$ cat config.mk
export PLATFORM = sky130hd
export DESIGN_NAME = ept_excitation_timer
export DESIGN_NICKNAME = d
export VERILOG_FILES = /design/src/ept_pkg.sv /design/src/ept_excitation_timer.sv
export SDC_FILE = /design/constraint.sdc
export NUM_CORES = 1
export LEC_CHECK = 0
export ABC_CLOCK_PERIOD_IN_PS = 2100
export BUFFER_PORTS_ARGS = -buffer_cell sky130_fd_sc_hd__buf_2
export CAP_MARGIN = 25
export CORE_MARGIN = 2
export CORE_UTILIZATION = 25
export CTS_BUF_LIST = sky130_fd_sc_hd__clkbuf_4 sky130_fd_sc_hd__clkbuf_8
export CTS_CLUSTER_DIAMETER = 60
export DETAILED_ROUTE_END_ITERATION = 6
export SETUP_SLACK_MARGIN = 0.15
export SYNTH_ARGS = -nofsm -noshare
export SYNTH_HDL_FRONTEND = slang
export SYNTH_SLANG_ARGS = --single-unit
$ cat constraint.sdc
create_clock -name ref_clk -period 2.1 [get_ports ref_clk]
set_clock_uncertainty 0.05 [all_clocks]
set_input_delay 0.105 -clock ref_clk [delete_from_list [all_inputs] [get_ports ref_clk]]
set_output_delay 0.105 -clock ref_clk [all_outputs]
set_load 0.05 [all_outputs]
$ cat src/ept_pkg.sv
// Constants, register map and types for the excitation period timer
package ept_pkg;

	// ------------------------------------------------------------
	// Bus and data widths
	// ------------------------------------------------------------
	localparam int DATA_W = 32;
	localparam int ADDR_W = 32;
	localparam int CNT_W  = 16;

	typedef logic [DATA_W-1:0] ept_word_t;
	typedef logic [ADDR_W-1:0] ept_addr_t;
	typedef logic [CNT_W-1:0]  ept_cnt_t;

	// ------------------------------------------------------------
	// Register byte offsets
	// ------------------------------------------------------------
	localparam logic [7:0] OFS_CONTROL   = 8'h00;
	localparam logic [7:0] OFS_CAP_CMP   = 8'h04;
	localparam logic [7:0] OFS_PERIOD_PL = 8'h08;
	localparam logic [7:0] OFS_IRQ_STAT  = 8'h0C;
	localparam logic [7:0] OFS_IRQ_EN    = 8'h10;
	localparam logic [7:0] OFS_IRQ_CLR   = 8'h14;

	// ------------------------------------------------------------
	// Control register bit positions
	// ------------------------------------------------------------
	localparam int BIT_MATCH_ON   = 21;
	localparam int BIT_IRQ_ALLOW  = 20;
	localparam int BIT_DMA_ALLOW  = 19;
	localparam int BIT_TRIG_ALLOW = 18;
	localparam int BIT_EDGE_POL   = 17;
	localparam int BIT_RUN        = 16;
	localparam int HALF_HI        = 16;

	// ------------------------------------------------------------
	// Status bits (same layout in enable and clear registers)
	// ------------------------------------------------------------
	localparam int ST_MATCH    = 0;
	localparam int ST_CROSSING = 1;
	localparam int ST_EVENT    = 2;
	localparam int ST_W        = 3;

	// ------------------------------------------------------------
	// Reset values and counter constants
	// ------------------------------------------------------------
	localparam ept_cnt_t RST_MATCH   = 16'hFFFF;
	localparam ept_cnt_t RST_PRELOAD = 16'h0002;
	localparam ept_cnt_t CNT_ONE     = 16'h0001;
	localparam ept_cnt_t CNT_ZERO    = 16'h0000;

	localparam logic [1:0] HTRANS_NONSEQ = 2'h2;

	// Control fields written by software
	typedef struct packed {
		logic match_function_on;
		logic irq_output_allow;
		logic dma_request_allow;
		logic conversion_trigger_allow;
		logic crossing_edge_polarity;
		logic timers_run;
	} ept_ctrl_s;

	// Latched AHB address phase
	typedef struct packed {
		logic       valid;
		logic       write;
		logic [7:0] offset;
	} ept_aphase_s;

endpackage : ept_pkg

$ cat src/ept_excitation_timer.sv
// Excitation period timer with AHB-Lite register slave
`timescale 1ns/1ps
`default_nettype none

module ept_excitation_timer (
	input  wire logic              ref_clk,
	input  wire logic              reset_n,
	input  wire logic              hsel,
	input  wire ept_pkg::ept_addr_t haddr,
	input  wire logic [1:0]        htrans,
	input  wire logic              hwrite,
	input  wire logic [2:0]        hsize,
	input  wire ept_pkg::ept_word_t hwdata,
	input  wire logic              hready,
	output var  ept_pkg::ept_word_t hrdata,
	output logic                   hreadyout,
	output logic                   hresp,
	input  wire logic              zero_cross_in,
	output logic                   excitation_timer_irq,
	output logic                   dma_request,
	output logic                   conversion_trigger,
	output logic                   irq
);
	import ept_pkg::*;

	// ------------------------------------------------------------
	// State
	// ------------------------------------------------------------
	ept_ctrl_s         ctrl,           next_ctrl;
	ept_aphase_s       aphase,         next_aphase;
	ept_cnt_t          match_value,    next_match_value;
	ept_cnt_t          preload_value,  next_preload_value;
	ept_cnt_t          period_cnt,     next_period_cnt;
	ept_cnt_t          latched_period, next_latched_period;
	ept_cnt_t          timer_count_value, next_timer_count_value;
	logic [ST_W-1:0]   irq_status,     next_irq_status;
	logic [ST_W-1:0]   irq_enable,     next_irq_enable;
	logic              zc_meta,        next_zc_meta;
	logic              zc_sync,        next_zc_sync;
	logic              zc_prev,        next_zc_prev;
	logic              match_d,        next_match_d;
	logic              dma_q,          next_dma_q;
	logic              trig_q,         next_trig_q;
	ept_word_t         rdata,          next_rdata;

	logic              crossing;
	logic              match;
	logic              event_pulse;
	logic              wr_en;
	ept_word_t         rd_mux;

	// ------------------------------------------------------------
	// Event detection
	// ------------------------------------------------------------
	assign crossing = ctrl.crossing_edge_polarity ?
		(zc_prev & ~zc_sync) : (zc_sync & ~zc_prev);
	assign match = ctrl.timers_run & ctrl.match_function_on
		& (period_cnt == match_value);
	assign event_pulse = ctrl.timers_run
		& (timer_count_value <= CNT_ONE);
	assign wr_en = aphase.valid & aphase.write;

	// Read multiplexer for the address phase
	always_comb begin
		rd_mux = '0;
		if (haddr[7:0] == OFS_CONTROL) begin
			rd_mux[BIT_MATCH_ON]   = ctrl.match_function_on;
			rd_mux[BIT_IRQ_ALLOW]  = ctrl.irq_output_allow;
			rd_mux[BIT_DMA_ALLOW]  = ctrl.dma_request_allow;
			rd_mux[BIT_TRIG_ALLOW] = ctrl.conversion_trigger_allow;
			rd_mux[BIT_EDGE_POL]   = ctrl.crossing_edge_polarity;
			rd_mux[BIT_RUN]        = ctrl.timers_run;
			rd_mux[CNT_W-1:0]      = timer_count_value;
		end else if (haddr[7:0] == OFS_CAP_CMP) begin
			rd_mux = {latched_period, match_value};
		end else if (haddr[7:0] == OFS_PERIOD_PL) begin
			rd_mux = {period_cnt, preload_value};
		end else if (haddr[7:0] == OFS_IRQ_STAT) begin
			rd_mux[ST_W-1:0] = irq_status;
		end else if (haddr[7:0] == OFS_IRQ_EN) begin
			rd_mux[ST_W-1:0] = irq_enable;
		end else begin
			rd_mux = '0;
		end
	end

	// Next-state computation for all registers
	always_comb begin
		next_zc_meta = zero_cross_in;
		next_zc_sync = zc_meta;
		next_zc_prev = zc_sync;

		// Bus address phase and read data
		next_aphase.valid  = hsel & hready & htrans[1];
		next_aphase.write  = hwrite;
		next_aphase.offset = haddr[7:0];
		next_rdata = rdata;
		if (hsel & hready & htrans[1] & ~hwrite) begin
			next_rdata = rd_mux;
		end

		// Software writes in the data phase
		next_ctrl          = ctrl;
		next_match_value   = match_value;
		next_preload_value = preload_value;
		next_irq_enable    = irq_enable;
		next_irq_status    = irq_status;
		if (wr_en && aphase.offset == OFS_CONTROL) begin
			next_ctrl.match_function_on        = hwdata[BIT_MATCH_ON];
			next_ctrl.irq_output_allow         = hwdata[BIT_IRQ_ALLOW];
			next_ctrl.dma_request_allow        = hwdata[BIT_DMA_ALLOW];
			next_ctrl.conversion_trigger_allow = hwdata[BIT_TRIG_ALLOW];
			next_ctrl.crossing_edge_polarity   = hwdata[BIT_EDGE_POL];
			next_ctrl.timers_run               = hwdata[BIT_RUN];
		end else if (wr_en && aphase.offset == OFS_CAP_CMP) begin
			next_match_value = hwdata[CNT_W-1:0];
		end else if (wr_en && aphase.offset == OFS_PERIOD_PL) begin
			next_preload_value = hwdata[CNT_W-1:0];
		end else if (wr_en && aphase.offset == OFS_IRQ_EN) begin
			next_irq_enable = hwdata[ST_W-1:0];
		end else if (wr_en && aphase.offset == OFS_IRQ_CLR) begin
			next_irq_status = irq_status & ~hwdata[ST_W-1:0];
		end
		// Hardware set wins over a clear in the same cycle
		if (match) begin
			next_irq_status[ST_MATCH] = 1'b1;
		end
		if (crossing) begin
			next_irq_status[ST_CROSSING] = 1'b1;
		end
		if (event_pulse) begin
			next_irq_status[ST_EVENT] = 1'b1;
		end

		// Period measurement counter
		if (match) begin
			next_period_cnt = CNT_ZERO;
		end else if (ctrl.timers_run && crossing) begin
			next_period_cnt = CNT_ZERO;
		end else if (ctrl.timers_run) begin
			next_period_cnt = period_cnt + CNT_ONE;
		end else begin
			next_period_cnt = period_cnt;
		end

		// Latched period on crossing or match, else held
		if (crossing || match) begin
			next_latched_period = period_cnt;
		end else begin
			next_latched_period = latched_period;
		end

		// Event timer: down count, reload at one
		if (!ctrl.timers_run) begin
			next_timer_count_value = preload_value;
		end else if (event_pulse) begin
			next_timer_count_value = preload_value;
		end else begin
			next_timer_count_value = timer_count_value - CNT_ONE;
		end

		next_match_d = match;
		next_dma_q   = event_pulse & ctrl.dma_request_allow;
		next_trig_q  = event_pulse & ctrl.conversion_trigger_allow;
	end

	// Register all state
	always_ff @(posedge ref_clk or negedge reset_n) begin
		if (!reset_n) begin
			ctrl              <= '0;
			aphase            <= '0;
			match_value       <= RST_MATCH;
			preload_value     <= RST_PRELOAD;
			period_cnt        <= CNT_ZERO;
			latched_period    <= CNT_ZERO;
			timer_count_value <= RST_PRELOAD;
			irq_status        <= '0;
			irq_enable        <= '0;
			zc_meta           <= 1'b0;
			zc_sync           <= 1'b0;
			zc_prev           <= 1'b0;
			match_d           <= 1'b0;
			dma_q             <= 1'b0;
			trig_q            <= 1'b0;
			rdata             <= '0;
		end else begin
			ctrl              <= next_ctrl;
			aphase            <= next_aphase;
			match_value       <= next_match_value;
			preload_value     <= next_preload_value;
			period_cnt        <= next_period_cnt;
			latched_period    <= next_latched_period;
			timer_count_value <= next_timer_count_value;
			irq_status        <= next_irq_status;
			irq_enable        <= next_irq_enable;
			zc_meta           <= next_zc_meta;
			zc_sync           <= next_zc_sync;
			zc_prev           <= next_zc_prev;
			match_d           <= next_match_d;
			dma_q             <= next_dma_q;
			trig_q            <= next_trig_q;
			rdata             <= next_rdata;
		end
	end

	// ------------------------------------------------------------
	// Outputs
	// ------------------------------------------------------------
	assign hrdata               = rdata;
	assign hreadyout            = 1'b1;  // Zero wait states
	assign hresp                = 1'b0;  // Always OKAY
	assign excitation_timer_irq = match_d & ctrl.irq_output_allow;
	assign dma_request          = dma_q;
	assign conversion_trigger   = trig_q;
	assign irq                  = |(irq_status & irq_enable);
endmodule : ept_excitation_timer

`default_nettype wire

==> impl_results.md <==
* Reg2Reg Launch Point: timer_count_value[8]
* Vias per Instance at 4.61
* Mapped Area at 0.00657 mm2
* Router iterations before antenna repair at 5
* Power, Total at 6.70 mW
* Metal3 WL at 892 um
* Antenna violation net count after detailed routing at 0
* # fillers at 2552
* Crit path capture type: register
* Combinational share of power at 19.0%
* Worst-Skew Late Latency at 0.47 ns
* Worst hold path type: input pin to asynchronous set/reset pin
* Critical path origin: timer_count_value[8]
* Top sig layer: met4
* Fmax at 453 MHz
* Routability Congestion at 0.827
* Sw Pwr at 1.93 mW
* CTS clock-pin slew for the worst setup and hold paths at 0.08 ns
* Top FF cell, synth: dfrtp_1
* Total track usage at 12.9%
* Dpl hpwl at 12500 um
* H-tree depth at 4
* Synth Instances at 599
* Port Buf Inserts at 72
* Post-route clock period utilization at 105%
* Leakage at 4.12 nW
* Pint at 4.77 mW
* CP Max Fanout at 3
* Root Buffer: clkbuf_8
* Num ports at 113
* Rel. slew slack at 45.1%
* Cell Rows at 59
* Global-route wire length before repair at 28100 um
* Worst-Margin Slew at 0.822 ns
* Pwr dens at 749 mW/mm2
* Status: finished with violations
* Clock group share of total power at 34.1%
* Synth cell count leaders: dfrtp_1 (122), nand2_1 (58), mux2_2 (56)
* RSZ-0062 raised after global routing: yes
* Diodes inserted at 0
* CP Launch Type: register
* Syn nets at 677
* Asr flop ratio synth at 100%
* Worst R2R Setup Slack at -0.11 ns
* Die span in x at 166 um
* TritonCTS clock tree: yes
* DRC viols at 0
* R2R Path End: timer_count_value[13]
* WL met2 at 8460 um
* Largest cells by area after synthesis: dfrtp_1 (46%), mux2_2 (9.6%), dfstp_2 (7.2%)
* Share of layout cells above drive strength 1 at 35.1%
* Post-synthesis sequential area ratio at 53.7%
* Total Routed Length at 17600 um
* Max_cap viols at 0
* Failing checks: setup timing
* CP Data Arrival Time at 2.51 ns
* Final Hold Viols at 0
* Met1 wire length at 7820 um
* Initial antenna violation count at 0
* Worst-case setup margin in the final layout at -0.108 ns
* TNS Setup at -0.416 ns
* Initial Util at 25.3%
* Routed wire per std cell at 16.0 um
* Syn avg cell area at 11.0 um2
* TritonCTS buffer count at 17
* Area leader, netlist: dfrtp_1
* CTS sink cnt at 140
* Die height at 166 um
* Final setup vio count at 16
* Flops & latches, synth at 140
* Area Overhead vs Synth at 36.1%
* Synth warn at 0
* Vias at 5065
* Core Footprint at 0.0259 mm2
* Switching part of the total power at 28.8%
* DRT iter0 DRCs at 223
* Worst VDD drop at 0.310 mV
* Number of global-route vias before repair at 5110
* Seq pwr share at 46.9%
* Top cell type's share of synthesized area at 46.5%
* Final Max Tran Viols at 0
* Worst reg-to-reg path cell count at 5
* Clock Path Buffers at 2
* Synth cell types at 51
* Worst EP required at 2.40 ns
* Number of nets in the final layout at 829
* Post-synth EDFFs at 0
* Critical path class: register to register
* Die area at 0.0276 mm2
* Count leader, synth: dfrtp_1
* Tmin final at 2.21 ns
* CP endpoint: timer_count_value[13]
* GRT overflow at 0
* Largest net degree at the start of global routing at 51
cells by family (layout without fill, tap and decap cells):
kind of cell               after synthesis  in the layout  share of synthesized area [%]
DFF                                    140            140                           53.7
adders and majority gates                3              3                          0.572
and+or+nand+nor                        183            183                           13.6
other                                    2              2                          0.114
muxes                                   77             77                           12.8
xor gates and xnor gates                36             36                           4.80
buffers and inverters                   45            210                           2.95
AOI/OAI and AO/OA                      113            113                           11.5
power groups by stage:
| stage | sequential [mW] | combinational, mW | clock, mW |
|---|---|---|---|
| floorplan | 3.16 | 0.685 | 0 |
| global placement | 3.18 | 1.10 | 0 |
| detailed placement | 3.18 | 1.12 | 0 |
| CTS | 3.13 | 1.23 | 2.35 |
| global route | 3.18 | 1.40 | 2.45 |
| finish | 3.14 | 1.27 | 2.28 |
registers in the layout, summed over array words and instances (netlist names):
name,cells
next_zc_sync,1
timer_count_value,16
hrdata,32
match_d,1
aphase,10
period_cnt,16
next_zc_prev,1
zc_prev,1
preload_value,16
latched_period,16
dma_request,1
conversion_trigger,1
irq_status,3
irq_enable,3
match_value,16
ctrl,6
final cells by class:
| class | instances | area (um2) | share of cell area (%) |
|---|---|---|---|
| timing repair buffer | 168 | 1300 | 14.5 |
| clock buffer | 21 | 264 | 2.95 |
| clock inverter | 11 | 146 | 1.64 |
| sequential | 140 | 3530 | 39.5 |
| inverter | 10 | 37.5 | 0.420 |
| multi-input combinational | 414 | 3240 | 36.3 |
| tap | 335 | 419 | 4.69 |
worst max-delay path: stages, from the launching register on:
cell     delay, ns
dfrtp_1       0.38
or4_4         0.53
or4_4         0.43
or4_1         0.47
mux2i_1       0.14
a21oi_1       0.09
layer usage:
layer	up-vias	GRT usage, %
met4	0	5.29
met2	131	20.5
met5	-	0
met3	26	3.65
li1	2443	-
met1	2465	16.4
how the worst min path moves through the flow:
stage | endpoint | slack, ns | start | cells past startpoint
floorplan | aphase[0] | -0.24 | reset_n | 0
global placement | aphase[9] | 0.02 | reset_n | 1
detailed placement | aphase[8] | 0.02 | reset_n | 1
CTS | preload_value[0] | 0.08 | reset_n | 2
global route | preload_value[0] | 0.10 | reset_n | 2
finish | hrdata[2] | 0.09 | reset_n | 2
through the flow:
step / hold WS, ns / utilization (%) / area [um2] / setup WS [ns] / std cells
final: 0.0867 / 34.5 / 8930 / -0.108 / 1099
after floorplan: -0.241 / - / 6730 / -0.102 / 599
after CTS: 0.0819 / 33.8 / 8760 / -0.114 / 1094
after detailed placement: 0.0231 / 30.2 / 7830 / -0.109 / 1025
after global routing: 0.105 / 34.5 / 8930 / -0.183 / 1099
after global placement: 0.0228 / 30.2 / 7830 / -0.0925 / 1025
cells in the final DEF, fill, tap and decap left out, types with 4 or more instances in the layout:
cell             n
nand3_1          6
and3_1           6
a21o_1           4
nor4_1           6
nand4_1          7
buf_12           7
o21ai_0         17
nor2_1          45
buf_4           48
clkbuf_4         4
o31ai_1         20
or3_1            5
xor2_1          19
dfrtp_1        122
inv_1           10
dlygate4sd3_1   35
xnor2_1         14
buf_2           71
buf_6            6
nor3_1          15
mux2i_1         21
mux2_4          56
nor2b_1          4
dfstp_2         18
a22o_1          20
a21oi_1         32
nand2_1         58
clkbuf_8        17
repair_timing:
action,in CTS,in global routing
buffers inserted,2,4
endpoints found under the setup margin,59,89
cloned,0,1
hold buffers,35,0
gates resized for setup,38,25
pin swaps,4,6
hold endpoints to repair,185,0
Power figures use the tool's default switching activity.
